<file path="src/hdl/eelog_pkg.sv">
// constants, register map and field layout of the edge event logger
package eelog_pkg;
  localparam int ADDR_W = 20;
  localparam int DATA_W = 32;
  localparam int LOGGERS = 2;
  localparam int NCH = 16;
  localparam int DEPTH = 16;
  localparam int PTR_W = 4;
  localparam int SEL_W = 9;
  localparam int SRC_NUM = 32;
  localparam int SRC_W = 5;
  localparam int STAMP_W = 32;
  localparam int DB_W = 2;
  localparam int OFF_W = 8;
  // instance bases; register addresses are word indices, one 32-bit word each
  localparam logic [ADDR_W-1:0] BASE_0 = 20'h48000;
  localparam logic [ADDR_W-1:0] BASE_1 = 20'h48200;
  localparam logic [OFF_W-1:0] OFF_CTRL = 8'h00;
  localparam logic [OFF_W-1:0] OFF_TSEL = 8'h04;
  localparam logic [OFF_W-1:0] OFF_WMARK = 8'h0c;
  localparam logic [OFF_W-1:0] OFF_PTR = 8'h0e;
  localparam logic [OFF_W-1:0] OFF_CHEN = 8'h20;
  localparam logic [OFF_W-1:0] OFF_CHDEF = 8'h40;
  localparam logic [OFF_W-1:0] OFF_CHDEF_END = 8'h5f;
  localparam logic [OFF_W-1:0] OFF_ENTRY = 8'h80;
  localparam logic [OFF_W-1:0] OFF_ENTRY_END = 8'h9f;
  // field positions
  localparam int CTRL_ON_BIT = 0;
  localparam int CTRL_CLR_BIT = 1;
  localparam int CTRL_WAKE_BIT = 8;
  localparam int PTR_RD_LSB = 0;
  localparam int PTR_WR_LSB = 8;
  localparam int PTR_NE_BIT = 16;
  localparam int PTR_LOW_BIT = 17;
  localparam int PTR_FULL_BIT = 18;
  localparam int DEF_DB_BIT = 15;
  localparam int DEF_POL_BIT = 14;
  localparam int ENT_KIND_BIT = 15;
  // reset values and codes
  localparam logic [PTR_W-1:0] WMARK_RESET = 4'h1;
  localparam logic [1:0] TSEL_TIMER1 = 2'h0;
  localparam logic [1:0] TSEL_TIMER2 = 2'h1;
  localparam logic [SEL_W-1:0] SEL_LIMIT = 9'h020;
  localparam logic [DB_W-1:0] DB_LAST = 2'h3;
  localparam logic [PTR_W:0] DEPTH_CNT = 5'h10;
endpackage : eelog_pkg

</file>
<file path="src/hdl/eelog_top.sv">
// edge event logger: per-logger core and two-instance top with register port
//
// The strobed register port is this design's own decision.
`timescale 1ns/10ps
`default_nettype none
// Summary of operation
// - two identical loggers, each with own control, channels, buffer and flags.
// - each channel logs only its chosen edge; both edges need two channels.
// - each entry stores the selected timer's 32-bit value when logged.
// - logging steps every core clock cycle, else on the selected timer's tick.
// - one event per logger cycle; lowest pending channel wins.
// - losers stay queued; repeat edges on a queued channel are dropped.
// - writing 1 to the clear control empties buffer and clears all flags.
// - sixteen channels, each with source, polarity, debounce and enable.
// - on logger enable, a channel already at its active level logs one event.
// - buffer of 16 fills cyclically and never overwrites unread entries.
// - all 16 entries readable in any order: source, polarity, time stamp.
// - write and read index reset to 0; their difference is the unread count except when full.
// - not-empty flag set while any unread entry is held.
// - watermark flag set when free locations reach the threshold.
// - full flag at 16 unread; no further logging until released.
// - full clears only on clear or when the read index is written with a new value.
// - not-empty triggers the sequencer; flags exported for interrupt, GPIO, DSP.
// - wake control requests the core clock while the buffer is not empty and the core clock is off.
// - control bit 0 enables the logger, reset value 0.
// - timer source field 00 picks timer 1, 01 picks timer 2.
// - watermark flag when free space at or below 4-bit threshold, reset 1.
module eelog_core (
  input wire logic clk,
  input wire logic rst_n,
  input wire logic [eelog_pkg::SRC_NUM-1:0] src,
  input wire logic core_on,
  input wire logic [eelog_pkg::STAMP_W-1:0] timer1_value,
  input wire logic [eelog_pkg::STAMP_W-1:0] timer2_value,
  input wire logic timer1_tick,
  input wire logic timer2_tick,
  input wire logic wr_en,
  input wire logic [eelog_pkg::OFF_W-1:0] idx,
  input wire logic [eelog_pkg::DATA_W-1:0] wdata,
  output logic [eelog_pkg::DATA_W-1:0] rdata,
  output logic ne_flag,
  output logic low_flag,
  output logic full_flag,
  output logic seq_trig,
  output logic wake_req
);
  import eelog_pkg::*;
  logic on_reg;
  logic wake_reg;
  logic [1:0] tsel_reg;
  logic [PTR_W-1:0] wmark_reg;
  logic [NCH-1:0] chen_reg;
  logic [SEL_W-1:0] csel_reg [NCH];
  logic [NCH-1:0] cpol_reg;
  logic [NCH-1:0] cdb_reg;
  logic [SEL_W-1:0] etag_reg [DEPTH];
  logic [DEPTH-1:0] ekind_reg;
  logic [STAMP_W-1:0] etime_reg [DEPTH];
  logic [PTR_W-1:0] wptr_reg;
  logic [PTR_W-1:0] rptr_reg;
  logic full_reg;
  logic ne_reg;
  logic low_reg;
  logic trig_reg;
  logic [NCH-1:0] pend;
  logic [NCH-1:0] grant;
  logic [PTR_W-1:0] win;
  logic log_step;
  logic log_go;
  logic clr;
  logic ptr_wr;
  logic [PTR_W-1:0] rptr_next;
  logic [PTR_W-1:0] wptr_inc;
  logic [PTR_W-1:0] used;
  logic [PTR_W:0] free_cnt;
  logic ne_next;
  logic low_next;
  logic [STAMP_W-1:0] stamp;

  function automatic logic [PTR_W-1:0] first_idx(input logic [NCH-1:0] v);
    logic [PTR_W-1:0] r;
    r = '0;
    for (int i = NCH - 1; i >= 0; i--) begin
      if (v[i]) begin
        r = PTR_W'(i);
      end
    end
    return r;
  endfunction : first_idx

  assign clr = wr_en && idx == OFF_CTRL && wdata[CTRL_CLR_BIT];
  assign ptr_wr = wr_en && idx == OFF_PTR;
  assign rptr_next = ptr_wr ? wdata[PTR_RD_LSB +: PTR_W] : rptr_reg;
  assign stamp = (tsel_reg == TSEL_TIMER2) ? timer2_value : timer1_value;
  // slow mode: without the core clock a logger cycle is one timer tick
  assign log_step = core_on ? 1'b1 : ((tsel_reg == TSEL_TIMER2) ? timer2_tick : timer1_tick);
  assign log_go = log_step && on_reg && !full_reg && |pend && !clr;
  assign grant = log_go ? (pend & (~pend + NCH'(1))) : '0;
  assign win = first_idx(pend);
  assign wptr_inc = wptr_reg + PTR_W'(1);
  // control registers
  always_ff @(posedge clk or negedge rst_n) begin
    if (!rst_n) begin
      on_reg <= 1'b0;
      wake_reg <= 1'b0;
      tsel_reg <= TSEL_TIMER1;
      wmark_reg <= WMARK_RESET;
      chen_reg <= '0;
    end else if (wr_en) begin
      if (idx == OFF_CTRL) begin
        on_reg <= wdata[CTRL_ON_BIT];
        wake_reg <= wdata[CTRL_WAKE_BIT];
      end else if (idx == OFF_TSEL) begin
        tsel_reg <= wdata[1:0];
      end else if (idx == OFF_WMARK) begin
        wmark_reg <= wdata[PTR_W-1:0];
      end else if (idx == OFF_CHEN) begin
        chen_reg <= wdata[NCH-1:0];
      end
    end
  end

  genvar c;
  generate
    for (c = 0; c < NCH; c++) begin : g_ch
      logic raw;
      logic filt_reg;
      logic prev_reg;
      logic pend_reg;
      logic [DB_W-1:0] cnt_reg;
      logic hit;
      assign raw = (csel_reg[c] < SEL_LIMIT) ? src[csel_reg[c][SRC_W-1:0]] : 1'b0;
      // an edge needs both the filtered level and the remembered level
      assign hit = cpol_reg[c] ? (prev_reg && !filt_reg) : (filt_reg && !prev_reg);
      assign pend[c] = pend_reg;
      always_ff @(posedge clk or negedge rst_n) begin
        if (!rst_n) begin
          csel_reg[c] <= '0;
          cpol_reg[c] <= 1'b0;
          cdb_reg[c] <= 1'b0;
        end else if (wr_en && idx == OFF_CHDEF + OFF_W'(2 * c)) begin
          csel_reg[c] <= wdata[SEL_W-1:0];
          cpol_reg[c] <= wdata[DEF_POL_BIT];
          cdb_reg[c] <= wdata[DEF_DB_BIT];
        end
      end
      // debounce: level must hold four samples before it is taken
      always_ff @(posedge clk or negedge rst_n) begin
        if (!rst_n) begin
          filt_reg <= 1'b0;
          cnt_reg <= '0;
        end else if (!cdb_reg[c] || raw == filt_reg) begin
          filt_reg <= cdb_reg[c] ? filt_reg : raw;
          cnt_reg <= '0;
        end else if (cnt_reg == DB_LAST) begin
          filt_reg <= raw;
          cnt_reg <= '0;
        end else begin
          cnt_reg <= cnt_reg + DB_W'(1);
        end
      end
      // while off, park at the inactive level so an active input logs on enable
      always_ff @(posedge clk or negedge rst_n) begin
        if (!rst_n) begin
          prev_reg <= 1'b0;
        end else if (!on_reg) begin
          prev_reg <= cpol_reg[c];
        end else begin
          prev_reg <= filt_reg;
        end
      end
      always_ff @(posedge clk or negedge rst_n) begin
        if (!rst_n) begin
          pend_reg <= 1'b0;
        end else if (clr) begin
          pend_reg <= 1'b0;
        end else if (hit && on_reg && chen_reg[c] && !full_reg) begin
          pend_reg <= 1'b1;
        end else if (grant[c]) begin
          pend_reg <= 1'b0;
        end
      end
    end
  endgenerate

  // buffer entries
  always_ff @(posedge clk or negedge rst_n) begin
    if (!rst_n) begin
      for (int i = 0; i < DEPTH; i++) begin
        etag_reg[i] <= '0;
        etime_reg[i] <= '0;
      end
      ekind_reg <= '0;
    end else if (clr) begin
      for (int i = 0; i < DEPTH; i++) begin
        etag_reg[i] <= '0;
        etime_reg[i] <= '0;
      end
      ekind_reg <= '0;
    end else if (log_go) begin
      etag_reg[wptr_reg] <= csel_reg[win];
      ekind_reg[wptr_reg] <= cpol_reg[win];
      etime_reg[wptr_reg] <= stamp;
    end
  end

  always_ff @(posedge clk or negedge rst_n) begin
    if (!rst_n) begin
      wptr_reg <= '0;
      rptr_reg <= '0;
    end else if (clr) begin
      wptr_reg <= '0;
      rptr_reg <= '0;
    end else begin
      rptr_reg <= rptr_next;
      if (log_go) begin
        wptr_reg <= wptr_inc;
      end
    end
  end

  // filling wins over a read index write in the same cycle
  always_ff @(posedge clk or negedge rst_n) begin
    if (!rst_n) begin
      full_reg <= 1'b0;
    end else if (clr) begin
      full_reg <= 1'b0;
    end else if (log_go && wptr_inc == rptr_next) begin
      full_reg <= 1'b1;
    end else if (ptr_wr && wdata[PTR_RD_LSB +: PTR_W] != rptr_reg) begin
      full_reg <= 1'b0;
    end
  end

  assign used = wptr_reg - rptr_reg;
  assign free_cnt = full_reg ? '0 : (DEPTH_CNT - {1'b0, used});
  assign ne_next = full_reg || used != '0;
  assign low_next = free_cnt <= {1'b0, wmark_reg};

  always_ff @(posedge clk or negedge rst_n) begin
    if (!rst_n) begin
      ne_reg <= 1'b0;
      low_reg <= 1'b0;
      trig_reg <= 1'b0;
    end else begin
      ne_reg <= ne_next;
      low_reg <= low_next;
      trig_reg <= ne_next && !ne_reg;
    end
  end

  assign ne_flag = ne_reg;
  assign low_flag = low_reg;
  assign full_flag = full_reg;
  assign seq_trig = trig_reg;
  assign wake_req = wake_reg && ne_reg && !core_on;

  always_comb begin
    rdata = '0;
    if (idx == OFF_CTRL) begin
      rdata[CTRL_ON_BIT] = on_reg;
      rdata[CTRL_WAKE_BIT] = wake_reg;
    end else if (idx == OFF_TSEL) begin
      rdata[1:0] = tsel_reg;
    end else if (idx == OFF_WMARK) begin
      rdata[PTR_W-1:0] = wmark_reg;
    end else if (idx == OFF_PTR) begin
      rdata[PTR_RD_LSB +: PTR_W] = rptr_reg;
      rdata[PTR_WR_LSB +: PTR_W] = wptr_reg;
      rdata[PTR_NE_BIT] = ne_reg;
      rdata[PTR_LOW_BIT] = low_reg;
      rdata[PTR_FULL_BIT] = full_reg;
    end else if (idx == OFF_CHEN) begin
      rdata[NCH-1:0] = chen_reg;
    end else if (idx >= OFF_CHDEF && idx <= OFF_CHDEF_END && !idx[0]) begin
      rdata[SEL_W-1:0] = csel_reg[idx[PTR_W:1]];
      rdata[DEF_POL_BIT] = cpol_reg[idx[PTR_W:1]];
      rdata[DEF_DB_BIT] = cdb_reg[idx[PTR_W:1]];
    end else if (idx >= OFF_ENTRY && idx <= OFF_ENTRY_END) begin
      if (idx[0]) begin
        rdata = etime_reg[idx[PTR_W:1]];
      end else begin
        rdata[SEL_W-1:0] = etag_reg[idx[PTR_W:1]];
        rdata[ENT_KIND_BIT] = ekind_reg[idx[PTR_W:1]];
      end
    end
  end
endmodule : eelog_core

module eelog_top (
  input wire logic CLK,
  input wire logic RST_N,
  input wire logic [eelog_pkg::ADDR_W-1:0] ADDR,
  input wire logic [eelog_pkg::DATA_W-1:0] WDATA,
  input wire logic WR_STROBE,
  input wire logic RD_STROBE,
  output logic [eelog_pkg::DATA_W-1:0] RDATA,
  input wire logic [eelog_pkg::SRC_NUM-1:0] EVENT_SRC,
  input wire logic CORE_CLK_ON,
  input wire logic [eelog_pkg::STAMP_W-1:0] TIMER1_VALUE,
  input wire logic [eelog_pkg::STAMP_W-1:0] TIMER2_VALUE,
  input wire logic TIMER1_TICK,
  input wire logic TIMER2_TICK,
  output logic [eelog_pkg::LOGGERS-1:0] HAS_UNREAD_FLAG,
  output logic [eelog_pkg::LOGGERS-1:0] LOW_SPACE_FLAG,
  output logic [eelog_pkg::LOGGERS-1:0] NO_SPACE_FLAG,
  output logic [eelog_pkg::LOGGERS-1:0] SEQ_TRIGGER,
  output logic [eelog_pkg::LOGGERS-1:0] CORE_WAKE
);
  import eelog_pkg::*;
  logic [SRC_NUM-1:0] src_meta_reg;
  logic [SRC_NUM-1:0] src_sync_reg;
  logic [DATA_W-1:0] rd_mux [LOGGERS];
  logic [LOGGERS-1:0] hit_inst;
  logic [DATA_W-1:0] rdata_reg;
  logic [ADDR_W-1:0] bases [LOGGERS];

  assign bases[0] = BASE_0;
  assign bases[1] = BASE_1;
  always_ff @(posedge CLK or negedge RST_N) begin
    if (!RST_N) begin
      src_meta_reg <= '0;
      src_sync_reg <= '0;
    end else begin
      src_meta_reg <= EVENT_SRC;
      src_sync_reg <= src_meta_reg;
    end
  end

  genvar g;
  generate
    for (g = 0; g < LOGGERS; g++) begin : g_log
      assign hit_inst[g] = ADDR[ADDR_W-1:OFF_W] == bases[g][ADDR_W-1:OFF_W];
      eelog_core u_core (
        .clk(CLK),
        .rst_n(RST_N),
        .src(src_sync_reg),
        .core_on(CORE_CLK_ON),
        .timer1_value(TIMER1_VALUE),
        .timer2_value(TIMER2_VALUE),
        .timer1_tick(TIMER1_TICK),
        .timer2_tick(TIMER2_TICK),
        .wr_en(WR_STROBE && hit_inst[g]),
        .idx(ADDR[OFF_W-1:0]),
        .wdata(WDATA),
        .rdata(rd_mux[g]),
        .ne_flag(HAS_UNREAD_FLAG[g]),
        .low_flag(LOW_SPACE_FLAG[g]),
        .full_flag(NO_SPACE_FLAG[g]),
        .seq_trig(SEQ_TRIGGER[g]),
        .wake_req(CORE_WAKE[g])
      );
    end
  endgenerate

  // read data stands only in the cycle after the strobe; unmapped reads give zero
  always_ff @(posedge CLK or negedge RST_N) begin
    if (!RST_N) begin
      rdata_reg <= '0;
    end else if (RD_STROBE && hit_inst[0]) begin
      rdata_reg <= rd_mux[0];
    end else if (RD_STROBE && hit_inst[1]) begin
      rdata_reg <= rd_mux[1];
    end else begin
      rdata_reg <= '0;
    end
  end

  assign RDATA = rdata_reg;
endmodule : eelog_top
`default_nettype wire

</file>
<file path="config.mk">
export PLATFORM = sky130hd
export DESIGN_NAME = eelog_top
export DESIGN_NICKNAME = d
export VERILOG_FILES = /design/src/hdl/eelog_pkg.sv /design/src/hdl/eelog_top.sv
export SDC_FILE = /design/constraint.sdc
export NUM_CORES = 2
export LEC_CHECK = 0
export CORE_ASPECT_RATIO = 1.2
export CORE_MARGIN = 3
export CORE_UTILIZATION = 55
export CTS_CLUSTER_SIZE = 40
export DETAILED_ROUTE_END_ITERATION = 8
export DONT_BUFFER_PORTS = 1
export HOLD_SLACK_MARGIN = 0.12
export PLACE_DENSITY = 0.73
export SYNTH_ARGS = -nofsm -noshare
export SYNTH_HDL_FRONTEND = slang
export SYNTH_HIERARCHICAL = 1
export SYNTH_SLANG_ARGS = --single-unit
</file>
<file path="constraint.sdc">
create_clock -name CLK -period 2.9 [get_ports CLK]
set_input_delay 0.29 -clock CLK [delete_from_list [all_inputs] [get_ports CLK]]
set_output_delay 0.29 -clock CLK [all_outputs]
set_load 0.02 [all_outputs]
</file>
# Word-level counts from Yosys, hierarchy flattened
# Cells that the tools add are included.
[classes]
addsub = 40
order_cmp = 84
n_eq_ne = 124
muxes = 606
n_bitwise = 12
n_reduce_logical = 478
[op_table]
columns = ["cell", "count"]
rows = [
  ["two-way mux 512 bit", 4],
  ["bitwise mux 512 bit", 2],
  ["two-way mux 32 bit", 24],
  ["two-way mux 144 bit", 4],
  ["two-way mux 1 bit", 346],
  ["bitwise mux 144 bit", 2],
  ["< comparator 9 x 6 -> 1 bit, second input constant", 32],
  ["binary-select mux 32 bit (select 4 bit)", 2],
  ["demux 32 bit (select 4 bit)", 2],
  ["logical AND 1 bit", 227],
  ["two-way mux 16 bit", 14],
  ["binary-select mux 9 bit (select 4 bit)", 6],
  ["two-way mux 4 bit", 50],
  ["< comparator 5 x 6 -> 1 bit, second input constant", 32],
  ["two-way mux 9 bit", 18],
  ["binary-select mux 1 bit (select 5 bit)", 32],
  ["two-way mux 2 bit", 68],
  ["== test 8 x 7 -> 1 bit, second input constant", 16],
  ["zero test 1 bit", 104],
  ["nonzero test 3 bit", 34],
  ["demux 9 bit (select 4 bit)", 2],
  ["AND reduction 2 bit", 34],
  ["nonzero test 2 bit", 34],
  ["adder 2 x 1 -> 2 bit, second input constant", 32],
  ["45 further kinds", 223],
]
[totals]
regBits = 2024
input_bits = 155
word_cells = 1659

# Logic depth before layout (Yosys ltp)
[logic_depth]
depth_word = 23
ltp_mapped = 14
mapped_depth_nobuf = 14

# By module
# Netlist, hierarchy kept.
[modules_own_cells]
columns = ["mod", "n_inst", "cells_per_inst", "area_each_um2"]
rows = [
  ["eelog_core (g_log[0].u_core)", 1, 4016, 49362.3],
  ["eelog_core (g_log[1].u_core)", 1, 4015, 48830.6],
  ["eelog_top", 1, 175, 2992.9],
]

# Least setup slack after synthesis
# No wires, ideal clock.
[synth_timing]
path_type = "input to register"
from = "input ADDR[2] (netlist name)"
to = "register rdata_reg[14], in the netlist RDATA[14]"
setup_time_ps = 119
t_arrival_ps = 3037
required_time_ps = 2781
setup_slack_ps = -256
stages = 8
path_cell_list = "clkbuf_1 buf_1 buf_1 mux4_2 mux4_2 a221o_1 mux2i_1 nor2_1"
[synth_rtl]
columns = ["element", "line", "rtl"]
rows = [
  ["start: declaration", "eelog_top.sv:293", "input wire logic [eelog_pkg::ADDR_W-1:0] ADDR,"],
  ["end signal: assignment", "eelog_top.sv:361", "rdata_reg <= rd_mux[0];"],
  ["end signal: assignment", "eelog_top.sv:363", "rdata_reg <= rd_mux[1];"],
  ["end: declaration", "eelog_top.sv:315", "logic [DATA_W-1:0] rdata_reg;"],
]

# Final worst setup path
[layout_timing]
from = "register g_log[0].u_core.g_ch[2].pend_reg"
to = "register g_log[0].u_core/etag_reg[31] (netlist name)"
[layout_via]
elab_chain_cells = 10
[layout_rtl]
columns = ["element", "line", "rtl"]
rows = [
  ["start: declaration", "eelog_top.sv:129", "logic pend_reg;"],
  ["start signal: assignment", "eelog_top.sv:174", "pend_reg <= 1'b0;"],
  ["start signal: assignment", "eelog_top.sv:176", "pend_reg <= 1'b0;"],
  ["start signal: assignment", "eelog_top.sv:178", "pend_reg <= 1'b1;"],
  ["two-way mux 4 bit (3 in series)", "eelog_top.sv:84", "if (v[i]) begin"],
  ["inverter 4 -> 5 bit (not written as such)", "eelog_top.sv:201", "etag_reg[wptr_reg] <= csel_reg[win];"],
  ["binary-select mux 9 bit (select 4 bit)", "eelog_top.sv:201", ""],
  ["two-way mux 9 bit (not written as such) (2 in series)", "eelog_top.sv:201", ""],
  ["bitwise mux 144 bit", "eelog_top.sv:201", ""],
  ["two-way mux 144 bit", "eelog_top.sv:200", "end else if (log_go) begin"],
  ["two-way mux 144 bit", "eelog_top.sv:194", "end else if (clr) begin"],
  ["end signal: indexed assignment", "eelog_top.sv:201", ""],
  ["end: declaration", "eelog_top.sv:56", "logic [SEL_W-1:0] etag_reg [DEPTH];"],
]
# Several ways; a longest one is shown, not always the timed one. The select of a mux whose other input is x is not followed.
# A chain may end at the register's enable or synchronous reset.

==> impl_results.rst <==
.. list-table::
   :header-rows: 1

   * - Metric
     - Value
   * - Violated checks
     - hold timing, setup timing
   * - Share of the cycle needed by the critical path after routing
     - 108%
   * - Delay-heaviest family, CP
     - simple AND/OR/NAND/NOR gates
   * - Worst hold-check slack
     - -0.858 ns
   * - Iteration count of the initial detailed-routing pass
     - 9
   * - Total standard cell area after synthesis
     - 101,000 um2
   * - Cell leakage power
     - 52.1 nW
   * - Starting Density
     - 55.6%
   * - Power density over cell area
     - 489 nW/um2
   * - Vertical die dimension
     - 476 um
   * - Data required time at the worst endpoint
     - 3.61 ns
   * - Ratio of routed vias to standard cells
     - 7.08
   * - Final hold violation count
     - 551
   * - Boundary Pins
     - 197
   * - Final Total Pwr
     - 0.0582 W
   * - Crit start category
     - flop
   * - Routed wirelength normalized by instance count
     - 31.7 um
   * - Worst path arrival time
     - 3.84 ns
   * - Setup Viol. Count Final
     - 289
   * - Crit path max-delay cell type
     - sky130_fd_sc_hd__or4_4
   * - Half-perimeter wire length after placement
     - 203,000 um
   * - Largest vdd supply drop
     - 0.688 mV
   * - Total of max-cap violations
     - 0
   * - Maximum fanout count along the critical path
     - 8
   * - Total buffers and inverters traversed by the critical path
     - 5
   * - Delay of the slowest cell on the worst path
     - 0.55 ns
   * - Sort of element at the end of the critical path
     - flop
   * - Synth Flop Type
     - sky130_fd_sc_hd__dfrtp_1
   * - Clock tree from TritonCTS
     - built
   * - Die X
     - 398 um
   * - CTS hold repair buffers
     - 225
   * - Clock latency on the worst-skew pair
     - 0.89 ns
   * - Startpoint of the worst register-to-register path
     - g_log[0].u_core/g_ch[2].pend_reg
   * - Syn Inst Count
     - 8,206
   * - Cell-by-cell trace of the critical path
     - or4_4, or4b_4, buf_8, buf_6, nor3_4, buf_12, buf_12, a222oi_1, and4_4, buf_12, a22o_1
   * - Via count of the first global-routing pass
     - 79.8k
   * - Outcome
     - finished, violations left
   * - Library cell occupying the most area in the post-synthesis netlist
     - sky130_fd_sc_hd__dfrtp_1
   * - Max_slew headroom
     - 5.88%
   * - Final critical-path setup slack
     - -0.228 ns
   * - Final critical delay including setup and external delays
     - 3.13 ns
   * - Hold/Removal Path Class
     - input port to asynchronous set/reset pin
   * - Critical register-to-register path endpoint
     - g_log[0].u_core/etag_reg[31]
   * - Largest cells by area after synthesis
     - sky130_fd_sc_hd__dfrtp_1 50%, sky130_fd_sc_hd__mux4_2 19%, sky130_fd_sc_hd__o21ai_0 5.7%, sky130_fd_sc_hd__mux2_2 5.3%, sky130_fd_sc_hd__nand2_1 4.8%
   * - Buffer cell driving the clock tree root
     - sky130_fd_sc_hd__clkbuf_16
   * - CTS clk-pin slew, worst paths
     - 0.07 ns
   * - Wire length reported by the detailed router
     - 353,000 um
   * - Synthesized netlist net count
     - 8,419
   * - Share of the yosys chip area belonging to registers
     - 50.1%
   * - Remaining global-route overflow
     - 0
   * - Count of flip-flops with a built-in enable after synthesis
     - 0
   * - Synthesis-to-finish area growth
     - 17.6%
   * - Clk buf depth
     - 3
   * - Final Net Count
     - 8,715
   * - Iter 0 DRT Violations
     - 11.3k
   * - Fraction of registers with async set or reset after synthesis
     - 100%
   * - Fraction of layout cells with a size suffix above 1
     - 29.1%
   * - Reg2reg path depth
     - 11
   * - Largest net degree at the start of global routing
     - 446
   * - GRT Total Usage
     - 36.6%
   * - Core area
     - 182,000 um2
   * - Largest register FFs
     - 1,024
   * - Post-synthesis average cell area
     - 12.3 um2
   * - Post-synth cell types
     - 94
   * - Yosys Warn Count
     - 6
   * - Setup TNS
     - -31.10 ns
   * - Antenna viol nets, final
     - 0
   * - Number of antenna violations at the first check in global routing
     - 21
   * - Vias post-DR
     - 78.7k
   * - Detailed-route DRC error count
     - 0
   * - Layout Skew
     - 0.0717 ns
   * - H-tree depth
     - 4
   * - Setup slack of the most critical reg-to-reg path
     - -0.23 ns
   * - Final Util
     - 65.4%
   * - Number of register bits inferred by synthesis
     - 2,024
   * - Slew Limit Fails
     - 0
   * - Slew at the pin closest to its max-slew limit
     - 1.41 ns
   * - TritonCTS Sinks
     - 2,024
   * - Core Rows
     - 171
   * - Worst Path Class, Setup
     - flop to flop
   * - Port-buffer cells
     - 0
   * - Die Outline Area
     - 189,000 um2
   * - Most common cell on crit path
     - sky130_fd_sc_hd__buf_12
   * - Proportion of netlist area held by the largest area contributor
     - 50.0%
   * - Number of clock buffers inserted by TritonCTS
     - 196
   * - Achievable Freq
     - 320 MHz
   * - Final estimated routing congestion in global placement
     - 0.971
   * - Global-route wire length before repair
     - 514,000 um
   * - RSZ-0062 raised after global routing
     - yes
worst max path at each step:
stage                                     startpoint                              to  slack, ns  depth (start not counted)
CTS                 g_log[0].u_core/g_ch[2].pend_reg     g_log[0].u_core/etag_reg[7]      -0.18                         10
floorplan           g_log[0].u_core/g_ch[5].pend_reg   g_log[0].u_core/etag_reg[117]      0.001                         11
global placement                               RST_N  g_log[0].u_core/etime_reg[285]      -1.39                          4
finish              g_log[0].u_core/g_ch[2].pend_reg    g_log[0].u_core/etag_reg[31]      -0.23                         11
global route        g_log[0].u_core/g_ch[2].pend_reg   g_log[0].u_core/etag_reg[130]      -0.27                         11
detailed placement                             RST_N  g_log[0].u_core/etime_reg[285]      -1.53                          4
where the power goes:
group	internal, W	switching (W)	leakage, nW
Sequential	0.0283	0.0000545	28.0
Clock	0.0152	0.0116	3.31
Combinational	0.00112	0.00187	20.8
Total	0.0447	0.0135	52.1
kinds of logic (layout without fill, tap and decap cells):
group,after synthesis,after routing,synth area share (%)
and+or+nand+nor,1949,1950,8.36
xor gates and xnor gates,64,64,0.554
AOI/OAI and AO/OA,1781,1781,10.8
DFF,2024,2024,50.1
buffers and inverters,824,1279,3.61
muxes,1506,1506,25.9
other,0,32,0
adders and majority gates,58,58,0.732
metrics by stage:
step	instance area, um2	hold slack, ns	instances	worst slack, ns
CTS	118000	-0.929	11042	-0.176
detailed placement	108000	0.00290	10445	-1.53
global placement	108000	0.00145	10445	-1.39
finish	119000	-0.858	11116	-0.228
floorplan	101000	-0.00559	8206	0.000989
global route	119000	-0.882	11093	-0.270
area by class of cell:
type                       count  area [um2]
fill                       12714       62900
sequential                  2024       50700
multi-input combinational   5359       48200
timing repair buffer         881       10100
clock buffer                 284        5730
tap                         2422        3030
clock inverter                74        1030
inverter                      40         150
antenna                       32        80.1
Yosys cell counts, types with 10 or more instances:
master                      instances
sky130_fd_sc_hd__a2111oi_0         14
sky130_fd_sc_hd__a211oi_1          11
sky130_fd_sc_hd__a21oi_1           51
sky130_fd_sc_hd__a22o_1           242
sky130_fd_sc_hd__a22oi_1           24
sky130_fd_sc_hd__a31oi_1           38
sky130_fd_sc_hd__a31oi_2           10
sky130_fd_sc_hd__a32o_1            12
sky130_fd_sc_hd__a32oi_1           17
sky130_fd_sc_hd__and3_1            46
sky130_fd_sc_hd__buf_1             74
sky130_fd_sc_hd__buf_2             78
sky130_fd_sc_hd__buf_6             34
sky130_fd_sc_hd__clkbuf_1         571
sky130_fd_sc_hd__clkbuf_8          15
sky130_fd_sc_hd__dfrtp_1         2022
sky130_fd_sc_hd__ha_1              56
sky130_fd_sc_hd__inv_1             39
sky130_fd_sc_hd__mux2_2           472
sky130_fd_sc_hd__mux2i_1          187
sky130_fd_sc_hd__mux4_2           845
sky130_fd_sc_hd__nand2_1         1286
sky130_fd_sc_hd__nand2b_1          53
sky130_fd_sc_hd__nand3_1           60
sky130_fd_sc_hd__nand3b_1          10
sky130_fd_sc_hd__nor2_1           237
sky130_fd_sc_hd__nor2b_1           29
sky130_fd_sc_hd__nor3_1            93
sky130_fd_sc_hd__nor4_1            15
sky130_fd_sc_hd__o21ai_0         1153
sky130_fd_sc_hd__o21ai_1           18
sky130_fd_sc_hd__o22ai_1           66
sky130_fd_sc_hd__o22ai_2           10
sky130_fd_sc_hd__o31ai_1           36
sky130_fd_sc_hd__or4_1             39
sky130_fd_sc_hd__xnor2_1           45
sky130_fd_sc_hd__xor2_1            19
timing repair:
action | in CTS | in global routing
endpoints found under the hold margin | 2067 | 551
resized for setup | 44 | 101
gates cloned | 7 | 16
setup endpoints to repair | 621 | 1103
pin swaps | 17 | 37
setup buffers | 9 | 23
per-layer routing:
layer	share of wire [%]	global-route usage, %	routed length [um]
met4	7.0	21.6	24900
met3	14	11.9	47600
met1	34	46.5	121000
met5	0.025	0	87
met2	45	55.4	159000
cells in the final DEF (no fill, tap or decap), types with 17 or more instances in the layout:
cell,synthesis,final
sky130_fd_sc_hd__a21oi_1,51,48
sky130_fd_sc_hd__a22o_1,242,241
sky130_fd_sc_hd__a22oi_1,24,22
sky130_fd_sc_hd__a31oi_4,0,32
sky130_fd_sc_hd__and3_1,46,43
sky130_fd_sc_hd__buf_12,0,181
sky130_fd_sc_hd__buf_16,0,19
sky130_fd_sc_hd__buf_4,8,446
sky130_fd_sc_hd__clkbuf_1,571,42
sky130_fd_sc_hd__clkbuf_16,0,211
sky130_fd_sc_hd__clkbuf_8,15,43
sky130_fd_sc_hd__clkinv_2,0,35
sky130_fd_sc_hd__dfrtp_1,2022,2022
sky130_fd_sc_hd__diode_2,0,32
sky130_fd_sc_hd__dlygate4sd3_1,0,208
sky130_fd_sc_hd__ha_1,56,56
sky130_fd_sc_hd__inv_1,39,38
sky130_fd_sc_hd__mux2_2,472,472
sky130_fd_sc_hd__mux2i_1,187,183
sky130_fd_sc_hd__mux4_2,845,845
sky130_fd_sc_hd__nand2_1,1286,1258
sky130_fd_sc_hd__nand2_2,0,28
sky130_fd_sc_hd__nand2b_1,53,51
sky130_fd_sc_hd__nand3_1,60,55
sky130_fd_sc_hd__nor2_1,237,233
sky130_fd_sc_hd__nor2b_1,29,29
sky130_fd_sc_hd__nor3_1,93,84
sky130_fd_sc_hd__o21ai_0,1153,1145
sky130_fd_sc_hd__o21ai_1,18,25
sky130_fd_sc_hd__o22ai_1,66,61
sky130_fd_sc_hd__o31ai_1,36,18
sky130_fd_sc_hd__o31ai_4,0,17
sky130_fd_sc_hd__or4_1,39,35
sky130_fd_sc_hd__xnor2_1,45,45
sky130_fd_sc_hd__xor2_1,19,19
No activity file was read; power rests on OpenSTA's default activity.
